<file path="src/hdl/gps_params.svh">
// offsets, field positions and reset values for the gpio strap port
`ifndef GPS_PARAMS_SVH
`define GPS_PARAMS_SVH

// register byte offsets on the ahb-lite bus
`define GPS_A_DIR 8'h00
`define GPS_A_LVL 8'h04
`define GPS_A_FLAG 8'h08
`define GPS_A_STATUS 8'h0c
`define GPS_A_STRAP 8'h10
`define GPS_A_BOOT 8'h14
// decoded address bits
`define GPS_AW 8

// reset values
`define GPS_DIR_RST 8'h00
`define GPS_LVL_RST 8'h00
`define GPS_BOOT_RST 3'h0

// flag register fields
`define GPS_FLAG_SET 0
`define GPS_FLAG_CLR 1
// status word one field that loads the flag
`define GPS_STATUS_FLAG 0

// strap register fields
`define GPS_STR_BOOT_LO 0
`define GPS_STR_CLK 3
`define GPS_STR_PARPIN 4
`define GPS_STR_MUSTLOW 5
`define GPS_STR_BOOTING 6

// boot control fields
`define GPS_BOOT_DONE 0
`define GPS_BOOT_HS 1

// pin positions
`define GPS_PIN_CLK 4
`define GPS_PIN_MUX 6
`define GPS_PIN_LOW 7
// boot modes (one bit each) that use the clock strap pin as handshake
`define GPS_HS_MODES 8'hf0

// ahb encodings
`define GPS_HTRANS_NONSEQ 2'h2
`define GPS_HTRANS_SEQ 2'h3

`endif

</file>
<file path="src/hdl/gps_pkg.sv">
// types shared by the gpio strap port
package gps_pkg;
   // boot progress of the port
   typedef enum logic [1:0] {
      GPS_CAPTURE,
      GPS_BOOTING,
      GPS_RUN
   } gps_boot_e;
   // boot mode as sampled from the straps
   typedef logic [2:0] gps_mode_t;
   // one port byte
   typedef logic [7:0] gps_byte_t;
endpackage : gps_pkg

</file>
<file path="src/hdl/gps_pin_cell.sv">
// one port pin driver: direction, level, boot hold, handshake, off
`timescale 1ns/100ps
`default_nettype none
module gps_pin_cell (
   // clock and reset
   input wire logic clk,
   input wire logic arst_n,
   // software settings
   input wire logic dir_out,
   input wire logic lvl,
   // boot and test overrides
   input wire logic hold_in,
   input wire logic hs_en,
   input wire logic hs_val,
   input wire logic off,
   // pin
   output logic pin_out,
   output logic pin_oe_n
);
   // pin registers, so the pin never glitches through the mux
   always_ff @(posedge clk or negedge arst_n) begin
      if (!arst_n) begin
         // RL13 hi-z in reset
         pin_out <= 1'b0;
         pin_oe_n <= 1'b1;
      end else if (off) begin
         // RL14 test-off hi-z
         pin_oe_n <= 1'b1;
      end else if (hs_en) begin
         // RL7 boot handshake drive
         pin_out <= hs_val;
         pin_oe_n <= 1'b0;
      end else if (hold_in) begin
         // boot select strap pins stay inputs while booting
         pin_oe_n <= 1'b1;
      end else begin
         // RL1 per-pin direction
         pin_out <= lvl;
         pin_oe_n <= ~dir_out;
      end
   end
endmodule : gps_pin_cell
`default_nettype wire

</file>
<file path="src/hdl/gps_strap_cap.sv">
// strap sampler: catches the board straps once after reset release
`timescale 1ns/100ps
`default_nettype none
`include "gps_params.svh"
module gps_strap_cap (
   // clock and reset
   input wire logic clk,
   input wire logic arst_n,
   // capture strobe and pins
   input wire logic capture,
   input wire gps_pkg::gps_byte_t pins,
   // held configuration
   output gps_pkg::gps_mode_t boot_select_straps,
   output logic clock_source_select_bit,
   output logic parpin_mode,
   output logic must_low_bad
);
   import gps_pkg::*;
   // constants only under reset; the pins are read on the clock
   always_ff @(posedge clk or negedge arst_n) begin
      if (!arst_n) begin
         boot_select_straps <= `GPS_BOOT_RST;
         clock_source_select_bit <= 1'b0;
         parpin_mode <= 1'b0;
         must_low_bad <= 1'b0;
      end else if (capture) begin
         // RL5 boot select sample
         boot_select_straps <= pins[2:0];
         // RL9 low strap selects oscillator
         clock_source_select_bit <= pins[`GPS_PIN_CLK];
         // RL10 low strap selects parallel mode
         parpin_mode <= ~pins[`GPS_PIN_MUX];
         // RL4 board must hold it low
         must_low_bad <= pins[`GPS_PIN_LOW];
      end
   end
endmodule : gps_strap_cap
`default_nettype wire

</file>
<file path="src/hdl/gps_port.sv">
// gpio port with reset straps, boot handshake and flag output
`timescale 1ns/100ps
`default_nettype none
`include "gps_params.svh"

// How it works
// RL1 - each pin individually input or output
// RL2 - level reads inputs, writes drive outputs
// RL3 - all pins inputs after reset
// RL4 - board holds must-low strap low at reset
// RL5 - boot select straps sampled after reset
// RL6 - boot pins released once boot finishes
// RL7 - clock strap pin drives boot handshake
// RL8 - select bit picks oscillator or external clock
// RL9 - low clock strap clears select bit
// RL10 - low mux strap enters parallel gpio mode
// RL11 - flag set, cleared, or loaded by status
// RL12 - flag forced high during reset
// RL13 - port pins hi-z during reset
// RL14 - pins and flag hi-z in test-off
// RL15 - straps captured once, held until reset
module gps_port (
   // clock and reset
   input wire logic clk,
   input wire logic arst_n,
   // ahb-lite slave
   input wire logic hsel,
   input wire logic [31:0] haddr,
   input wire logic [1:0] htrans,
   input wire logic hwrite,
   input wire logic [2:0] hsize,
   input wire logic [31:0] hwdata,
   input wire logic hready,
   output logic [31:0] hrdata,
   output logic hreadyout,
   output logic hresp,
   // port pins, three signals each
   input wire gps_pkg::gps_byte_t port_pins_in,
   output gps_pkg::gps_byte_t port_pins_out,
   output gps_pkg::gps_byte_t port_pins_oe_n,
   // flag output pin
   output logic flag_output_pin,
   output logic flag_output_pin_oe_n,
   // debug pins selecting test-off
   input wire logic trst_n,
   input wire logic dbg_sel,
   input wire logic dbg_off_n,
   // configuration seen by the rest of the chip
   output gps_pkg::gps_mode_t boot_mode,
   output logic clock_source_select_bit,
   output logic parallel_pin_general_mode,
   output logic booting
);
   import gps_pkg::*;

   // boot progress
   gps_boot_e state_r;
   gps_boot_e state_nxt;
   // software registers
   gps_byte_t pin_direction_reg_r;
   gps_byte_t pin_level_reg_r;
   logic hs_val_r;
   logic boot_done_wr;
   // held strap values
   gps_mode_t strap_mode;
   logic strap_clk;
   logic strap_parpin;
   logic strap_bad;
   // bus pipeline
   logic wr_pend_r;
   logic [`GPS_AW-1:0] wr_addr_r;
   logic rd_pend_r;
   logic [`GPS_AW-1:0] rd_addr_r;
   logic addr_valid;
   // test-off, decoded from the debug pins
   logic off_mode;
   // handshake enable for the clock strap pin
   logic hs_active;
   // one bit per boot mode that drives the handshake
   logic [7:0] hs_modes;
   // value read back from the level register
   gps_byte_t level_view;
   // read mux result
   logic [31:0] rd_val;

   assign off_mode = ~trst_n & dbg_sel & ~dbg_off_n;

   // a valid transfer starts when hready samples high with nonseq/seq
   assign addr_valid = hsel & hready &
      ((htrans == `GPS_HTRANS_NONSEQ) | (htrans == `GPS_HTRANS_SEQ));

   // boot progress, next state
   always_comb begin
      state_nxt = state_r;
      case (state_r)
         // one cycle to catch straps after release
         GPS_CAPTURE: state_nxt = GPS_BOOTING;
         // RL6 boot end releases pins
         GPS_BOOTING: begin
            if (boot_done_wr) begin
               state_nxt = GPS_RUN;
            end
         end
         // RL15 straps stay fixed now
         GPS_RUN: state_nxt = GPS_RUN;
         default: state_nxt = GPS_CAPTURE;
      endcase
   end

   // boot progress register
   always_ff @(posedge clk or negedge arst_n) begin
      if (!arst_n) begin
         state_r <= GPS_CAPTURE;
      end else begin
         state_r <= state_nxt;
      end
   end

   // RL15 single capture at release
   gps_strap_cap u_straps (
      .clk(clk),
      .arst_n(arst_n),
      .capture(state_r == GPS_CAPTURE),
      .pins(port_pins_in),
      .boot_select_straps(strap_mode),
      .clock_source_select_bit(strap_clk),
      .parpin_mode(strap_parpin),
      .must_low_bad(strap_bad)
   );

   // RL7 handshake only in listed modes
   assign hs_modes = `GPS_HS_MODES;
   assign hs_active = (state_r == GPS_BOOTING) & hs_modes[strap_mode];

   // write side of the bus: address phase is remembered for data phase
   always_ff @(posedge clk or negedge arst_n) begin
      if (!arst_n) begin
         wr_pend_r <= 1'b0;
         wr_addr_r <= '0;
      end else begin
         wr_pend_r <= addr_valid & hwrite;
         wr_addr_r <= haddr[`GPS_AW-1:0];
      end
   end

   // a write to the boot register with the done bit set ends the boot
   assign boot_done_wr = wr_pend_r & (wr_addr_r == `GPS_A_BOOT) &
      hwdata[`GPS_BOOT_DONE];

   // direction register
   always_ff @(posedge clk or negedge arst_n) begin
      if (!arst_n) begin
         // RL3 all inputs at reset
         pin_direction_reg_r <= `GPS_DIR_RST;
      end else if (wr_pend_r & (wr_addr_r == `GPS_A_DIR)) begin
         // RL1 one bit per pin
         pin_direction_reg_r <= hwdata[7:0];
      end
   end

   // level register, only output pins take effect
   always_ff @(posedge clk or negedge arst_n) begin
      if (!arst_n) begin
         pin_level_reg_r <= `GPS_LVL_RST;
      end else if (wr_pend_r & (wr_addr_r == `GPS_A_LVL)) begin
         // RL2 write sets driven levels
         pin_level_reg_r <= hwdata[7:0];
      end
   end

   // handshake level, written by the boot loader
   always_ff @(posedge clk or negedge arst_n) begin
      if (!arst_n) begin
         hs_val_r <= 1'b0;
      end else if (wr_pend_r & (wr_addr_r == `GPS_A_BOOT)) begin
         hs_val_r <= hwdata[`GPS_BOOT_HS];
      end
   end

   // flag pin: set wins if software asks for both in one write
   always_ff @(posedge clk or negedge arst_n) begin
      if (!arst_n) begin
         // RL12 flag high in reset
         flag_output_pin <= 1'b1;
      end else if (wr_pend_r & (wr_addr_r == `GPS_A_FLAG) &
                   hwdata[`GPS_FLAG_SET]) begin
         // RL11 set-bit latch high
         flag_output_pin <= 1'b1;
      end else if (wr_pend_r & (wr_addr_r == `GPS_A_FLAG) &
                   hwdata[`GPS_FLAG_CLR]) begin
         // RL11 clear-bit latch low
         flag_output_pin <= 1'b0;
      end else if (wr_pend_r & (wr_addr_r == `GPS_A_STATUS)) begin
         // RL11 status word load
         flag_output_pin <= hwdata[`GPS_STATUS_FLAG];
      end
   end

   // flag driver enable; driven in reset so the high is seen
   always_ff @(posedge clk or negedge arst_n) begin
      if (!arst_n) begin
         flag_output_pin_oe_n <= 1'b0;
      end else begin
         // RL14 flag hi-z in test-off
         flag_output_pin_oe_n <= off_mode;
      end
   end

   // pin drivers, one cell each
   genvar gi;
   generate
      for (gi = 0; gi < 8; gi++) begin : g_pin
         gps_pin_cell u_cell (
            .clk(clk),
            .arst_n(arst_n),
            .dir_out(pin_direction_reg_r[gi]),
            .lvl(pin_level_reg_r[gi]),
            // RL6 boot pins held until done
            .hold_in((gi < 3) && (state_r != GPS_RUN)),
            // RL7 only the clock strap pin
            .hs_en((gi == `GPS_PIN_CLK) && hs_active),
            .hs_val(hs_val_r),
            .off(off_mode),
            .pin_out(port_pins_out[gi]),
            .pin_oe_n(port_pins_oe_n[gi])
         );
      end
   endgenerate

   // RL2 inputs read pins, outputs read level
   assign level_view = (port_pins_in & ~pin_direction_reg_r) |
      (pin_level_reg_r & pin_direction_reg_r);

   // read mux; unmapped offsets read zero
   always_comb begin
      rd_val = '0;
      case (rd_addr_r)
         `GPS_A_DIR: rd_val[7:0] = pin_direction_reg_r;
         `GPS_A_LVL: rd_val[7:0] = level_view;
         `GPS_A_FLAG: rd_val[`GPS_FLAG_SET] = flag_output_pin;
         `GPS_A_STATUS: rd_val[`GPS_STATUS_FLAG] = flag_output_pin;
         `GPS_A_STRAP: begin
            rd_val[`GPS_STR_BOOT_LO +: 3] = strap_mode;
            rd_val[`GPS_STR_CLK] = strap_clk;
            rd_val[`GPS_STR_PARPIN] = strap_parpin;
            rd_val[`GPS_STR_MUSTLOW] = strap_bad;
            rd_val[`GPS_STR_BOOTING] = (state_r != GPS_RUN);
         end
         `GPS_A_BOOT: begin
            rd_val[`GPS_BOOT_DONE] = (state_r == GPS_RUN);
            rd_val[`GPS_BOOT_HS] = hs_val_r;
         end
         // other offsets answer okay with zero
         default: rd_val = '0;
      endcase
   end

   // reads take one wait state, so a write just before is visible
   always_ff @(posedge clk or negedge arst_n) begin
      if (!arst_n) begin
         rd_pend_r <= 1'b0;
         rd_addr_r <= '0;
         hreadyout <= 1'b1;
         hrdata <= '0;
      end else if (rd_pend_r) begin
         // second data cycle: present data, release the bus
         rd_pend_r <= 1'b0;
         hreadyout <= 1'b1;
         hrdata <= rd_val;
      end else if (addr_valid & ~hwrite) begin
         // address phase of a read: stall one cycle
         rd_pend_r <= 1'b1;
         rd_addr_r <= haddr[`GPS_AW-1:0];
         hreadyout <= 1'b0;
      end
   end

   // response is always okay
   always_ff @(posedge clk or negedge arst_n) begin
      if (!arst_n) begin
         hresp <= 1'b0;
      end else begin
         hresp <= 1'b0;
      end
   end

   // configuration outputs, registered
   always_ff @(posedge clk or negedge arst_n) begin
      if (!arst_n) begin
         boot_mode <= `GPS_BOOT_RST;
         clock_source_select_bit <= 1'b0;
         parallel_pin_general_mode <= 1'b0;
         booting <= 1'b0;
      end else begin
         // RL5 boot mode from straps
         boot_mode <= strap_mode;
         // RL8 clock source select
         clock_source_select_bit <= strap_clk;
         // RL10 parallel mode disables memory and host ports
         parallel_pin_general_mode <= strap_parpin;
         booting <= (state_nxt == GPS_BOOTING);
      end
   end
endmodule : gps_port
`default_nettype wire

</file>
<file path="config.mk">
export PLATFORM = sky130hd
export DESIGN_NAME = gps_port
export DESIGN_NICKNAME = d
export VERILOG_FILES = /design/src/hdl/gps_pkg.sv /design/src/hdl/gps_pin_cell.sv /design/src/hdl/gps_strap_cap.sv /design/src/hdl/gps_port.sv
export VERILOG_INCLUDE_DIRS = /design/src /design/src/hdl
export SDC_FILE = /design/constraint.sdc
export NUM_CORES = 1
export LEC_CHECK = 0
export ABC_AREA = 1
export CAP_MARGIN = 20
export CORE_MARGIN = 2
export CORE_UTILIZATION = 60
export DETAILED_ROUTE_END_ITERATION = 16
export DONT_BUFFER_PORTS = 1
export GPL_TIMING_DRIVEN = 0
export PLACE_DENSITY = 0.76
export SYNTH_ARGS = -nofsm -noshare
export SYNTH_HDL_FRONTEND = slang
export SYNTH_HIERARCHICAL = 1
export SYNTH_SLANG_ARGS = --single-unit
</file>
<file path="constraint.sdc">
create_clock -name clk -period 3.7 [get_ports clk]
set_input_delay 0.37 -clock clk [delete_from_list [all_inputs] [get_ports clk]]
set_output_delay 0.37 -clock clk [all_outputs]
set_load 0.01 [all_outputs]
</file>
# == Word-level counts from Yosys, hierarchy flattened ==
# Memories as Yosys holds them, arrays and structs flattened.
# Cells that the tools add are included.
# totals
reg_bits,76
n_memories,1
mem_bits_ro,8
output_inout_bits,58
wordCells,123
in_bits,85
# mem_list
name,depth,word_bits,rd,rd_clocked_by_memory_dff,wr,line,source
(name not given),8,1,1,0,0,gps_port.sv:133,assign hs_active = (state_r == GPS_BOOTING) & hs_modes[strap_mode];
# op_classes
bitwise,35
mux,27
order_cmp,1
eq_ne,15
n_reduce_logical,8
# op_table
operator,count
== test 8 x 4 -> 1 bit (second input constant),4
== test 8 x 5 -> 1 bit (second input constant),3
two-way mux 1 bit,21
bitwise AND 8 bit,2
== test 8 x 3 -> 1 bit (second input constant),2
logical NOT 8 bit,2
bitwise AND 1 bit,15
inverter 1 bit,15
one-hot mux 5 bit (3 select lines),1
inverter 8 bit,1
OR 8 bit,1
== test 2 bit (second input constant),3
one-hot mux 2 bit (3 select lines),1
one-hot mux 1 bit (5 select lines),1
== test 2 x 1 -> 1 bit (second input constant),2
less-than comparator 3 x 4 -> 1 bit (second input constant),1
one-hot mux 1 bit (4 select lines),1
AND reduction 2 bit,2
nonzero test 3 bit,1
logical NOT 2 bit,1
two-way mux 2 bit,1
!= test 2 bit (second input constant),1
one-hot mux 1 bit (2 select lines),1
nonzero test 2 bit,1
other kinds (2),2

# == Longest topological paths before layout ==
# logic_depth
word_depth,6
depth_mapped,9
ltp_nobuf,9

# == Hierarchy ==
# The synthesis kept the hierarchy.
# modules_own_cells
mod,seq_area_each_um2,n_inst,cells_per_inst,area_each_um2
gps_port,1353.8,1,295,2548.7
gps_pin_cell,51.3,8,14,102.6
gps_strap_cap,150.1,1,26,225.2

# == Least setup slack after synthesis ==
# OpenSTA, ideal clock, no wires.
# synth_timing
path_type,input to register
from,in trst_n
to,reg g_pin[0].u_cell.pin_out
required_ns,3.635
setup_slack_ns,1.626
cell_stages,5
t_arrival_ns,2.009
path_buffers,0
cell_sequence,nor3b_1 -> inv_1 -> nand2_1 -> nand2_1 -> nand2_1
# synth_via
elab_chain_cells,5
# synth_lines
item,line,source
from (decl),gps_port.sv:45,"input wire logic trst_n,"
inverter 1 bit,gps_port.sv:86,assign off_mode = ~trst_n & dbg_sel & ~dbg_off_n;
bitwise AND 1 bit (2 in series),gps_port.sv:86,
inverter 1 bit (no line),--,
AND reduction 2 bit (no line),--,
to (signal assigned),gps_pin_cell.sv:31,pin_out <= hs_val;
to (signal assigned),gps_pin_cell.sv:38,pin_out <= lvl;
to (decl),gps_pin_cell.sv:17,"output logic pin_out,"
# No other way between the ends.
# A chain may end at the register's enable or synchronous reset.

# == Worst setup path after layout ==
# layout_timing
from,reg wr_addr_r[1]
to,reg pin_level_reg_r[4]
# layout_via
elab_chain_cells,2
# layout_lines
item,line,source
from (decl),gps_port.sv:71,logic [`GPS_AW-1:0] wr_addr_r;
from (signal assigned),gps_port.sv:142,wr_addr_r <= haddr[`GPS_AW-1:0];
== test 8 x 3 -> 1 bit (no line),--,
bitwise AND 1 bit,gps_port.sv:165,end else if (wr_pend_r & (wr_addr_r == `GPS_A_LVL)) begin
to (signal assigned),gps_port.sv:164,pin_level_reg_r <= `GPS_LVL_RST;
to (signal assigned),gps_port.sv:167,pin_level_reg_r <= hwdata[7:0];
to (decl),gps_port.sv:61,gps_byte_t pin_level_reg_r;
# No other way between the ends.

==> reports/results.tsv <==
stage	metric	value	unit
timing	timing.hold.ws	0.0469	ns
clocking	post_cts_buffers	0	
yosys	ys_ff_latch	76	
global_route	track_usage	24.7	%
layout	drive_above_1_share	18.5	%
clocking	cts.sinks	76	
yosys	synth_area	3590	um2
clocking	ctsResizeCount	0	
timing	rsz0062_at_grt	no	
routing	ant_nets	0	
clocking	clk_latency	0.34	ns
placed_design	io_buffers	0	
clocking	cts_buffer_depth	2	
setup_path	crit_required	3.93	ns
power_and_ir_drop	p_comb_share	11.5	%
power_and_ir_drop	power_frac_clock	35.8	%
layout	multi_input_area	1470	um2
timing	finClkSkew	0.00574	ns
yosys	yosysSeqAreaShare	53.3	%
routing	routed_wl	7660	um
timing	setup_tns	0	ns
power_and_ir_drop	switching_share	26.6	%
yosys	yosysWarnings	6	
floorplan	die_height	81.4	um
routing	wl_per_cell	13.2	um
placed_design	dpl.hpwl	5390	um
timing	fmax	645	MHz
setup_path	cp.arrival	1.78	ns
run	maxCapViolations	0	
power_and_ir_drop	power_frac_seq	52.7	%
floorplan	start_util	61.4	%
power_and_ir_drop	p_sw	490	uW
power_and_ir_drop	p_leak	2.21	nW
clocking	cts_tree	yes	
setup_path	critPathCaptureType	flip-flop	
timing	finalMaxSlewViolations	0	
timing	fin_crit_sh	41.9	%
layout	area_growth	15.6	%
global_route	grt_max_degree	77	
routing	dr.pass1.iters	4	
yosys	synth_cell_types	26	
setup_path	worstSetupStartpointType	flip-flop	
floorplan	die_w	81.4	um
global_route	grt_pass1_wl	12000	um
layout	n_fill_cell	438	
status	status	completed	
clocking	root_buffer	clkbuf_8	
floorplan	ioPinCount	143	
routing	vias	2792	
placed_design	gp_congestion	0.880	
timing	worst_slew_pin_slew	0.693	ns
timing	slew_headroom	53.6	%
power_and_ir_drop	ir_worst_vdd	0.384	mV
setup_path	crit_fanout	10	
timing	fin_crit	1.55	ns
global_route	antenna_found_initial	0	
timing	finalHoldViolCount	0	
clocking	cts_hold_buf	2	
global_route	gr-total-overflow	0	
hold_path	hp-class	in2reg	
setup_path	crit_type	reg2reg	
routing	drc	0	
clocking	htreeDepth	3	
floorplan	core_area	5850	um2
layout	seq_area	1910	um2
yosys	syn-instance-count	433	
layout	n_antenna_cell	0	
power_and_ir_drop	p_int	1.35	mW
clocking	cts_made_buffers	9	
routing	drt_iter0_markers	185	
timing	setup_viol	0	
floorplan	die_area	6630	um2
routing	via_per_inst	4.80	
yosys	syn_area_per_cell	8.30	um2
layout	fin_nets	587	
power_and_ir_drop	power.density	442	nW/um2
global_route	grt_pass1_vias	2577	
floorplan	placementRows	28	
clocking	clk_pin_slew	0.08	ns
## cells in the final DEF, fill, tap and decap left out, drive strengths merged
| cell type | n |
|---|---|
| nand3b | 2 |
| bufinv | 1 |
| nor2 | 20 |
| nor3 | 5 |
| dfstp | 10 |
| nor3b | 1 |
| nand3 | 25 |
| nor4 | 1 |
| dlygate4sd3 | 1 |
| nand2 | 170 |
| clkbuf | 16 |
| buf | 30 |
| a21oi | 10 |
| inv | 54 |
| o21ai | 39 |
| dfrtp | 66 |
| conb | 56 |
## worst max-delay path, cell delays in order, from the launching register on
cell,delay (ns)
dfrtp_1,0.38
nor2_2,0.15
nand3b_2,0.14
nor2_2,0.17
nand3_2,0.22
buf_6,0.24
nand2_1,0.09
o21ai_2,0.06
## final timing paths
kind / from / endpoint / slack, ns / cells after the start
setup / recovery: wr_addr_r[1]$_DFF_PN0_ / pin_level_reg_r[4]$_DFFE_PN0P_ / 2.15 / 7
hold / removal: haddr[4] / wr_addr_r[4]$_DFF_PN0_ / 0.05 / 0
setup reg to reg: wr_addr_r[1]$_DFF_PN0_ / pin_level_reg_r[4]$_DFFE_PN0P_ / 2.15 / 7
hold reg to reg: u_straps/boot_select_straps[1]$_DFFE_PN0P_ / boot_mode[1]$_DFF_PN0_ / 0.44 / 0
max in group asynchronous: arst_n / g_pin[7].u_cell/pin_oe_n$_DFF_PN1_ / 2.79 / 2
min in group asynchronous: arst_n / flag_output_pin_oe_n$_DFF_PN0_ / 0.57 / 2
## power groups by stage
stage                     Combinational, mW  Clock [mW]  Sequential (mW)
after floorplan                       0.157           0            0.972
after global placement                0.181           0            0.983
final                                 0.211       0.658            0.970
after global routing                  0.244       0.702            0.979
after CTS                             0.208       0.666            0.970
after detailed placement              0.186           0            0.985
## layout make-up
| cell class | count | share of cell area [%] |
|---|---|---|
| well taps | 75 | 2.26 |
| inverters | 54 | 4.88 |
| clock inverters | 1 | 0.723 |
| multi-input cells | 329 | 35.4 |
| repair buffers | 3 | 1.17 |
| plain buffers | 29 | 5.27 |
| flip-flops and latches | 76 | 46.1 |
| clock buffers | 15 | 4.25 |
## stage by stage
step / std cells / power [mW] / setup slack (ns) / util, % / area, um2
2_1_floorplan: 488 / 1.13 / 1.63 / - / 3800
3_3_place_gp: 563 / 1.16 / 1.02 / 66.6 / 3890
3_5_place_dp: 564 / 1.17 / 2.19 / 66.9 / 3910
4_1_cts: 582 / 1.84 / 2.16 / 71.0 / 4160
5_1_grt: 582 / 1.92 / 1.96 / 71.0 / 4160
6_report: 582 / 1.84 / 2.15 / 71.0 / 4160
## cells by family (layout without fill, tap and decap cells)
family / after synthesis / count (layout) / share of synthesized area, %
AND/OR/NAND/NOR: 224 / 224 / 26.2
buffers and inverters: 83 / 102 / 11.7
flip-flops: 76 / 76 / 53.3
AO/OA/AOI/OAI: 49 / 49 / 8.70
other: 1 / 56 / 0.104
## cells in the mapped netlist
library cell / instances / area [um2]
dfrtp_1: 66 / 1650
conb_1: 1 / 3.75
nor3_1: 2 / 10.0
buf_4: 25 / 188
inv_2: 9 / 33.8
nand2_1: 166 / 623
nand3_1: 24 / 120
o21ai_2: 10 / 87.6
nor4_1: 1 / 6.26
nand3_2: 1 / 10.0
buf_6: 2 / 22.5
inv_1: 45 / 169
clkbuf_1: 1 / 3.75
nand3b_1: 1 / 7.51
dfstp_2: 10 / 263
nand2_2: 4 / 25.0
a21oi_1: 2 / 10.0
nor3_4: 1 / 16.3
nand3b_2: 1 / 11.3
buf_2: 1 / 5.00
nor3b_1: 1 / 7.51
nor2_2: 4 / 25.0
nor2_1: 16 / 60.1
nor3_2: 2 / 20.0
o21ai_0: 29 / 145
a21oi_2: 8 / 70.1
## state kept, by name, indices dropped and copies added, names as in the netlist, 2 cells and up
register	flops
g_pin.u_cell/pin_oe_n	8
g_pin.u_cell/pin_out	8
hrdata	8
pin_direction_reg_r	8
pin_level_reg_r	8
rd_addr_r	8
wr_addr_r	8
boot_mode	3
u_straps/boot_select_straps	3
state_r	2
## per-layer routing
metal  up-vias  share of wire (%)  global-route usage, %
met5         -                  0                      0
met4         0                1.9                   11.5
met3        14                8.6                   6.00
met2       110                 48                   38.8
met1      1273                 41                   32.4
li1       1395                  -                      -
Power figures use the tool's default switching activity.
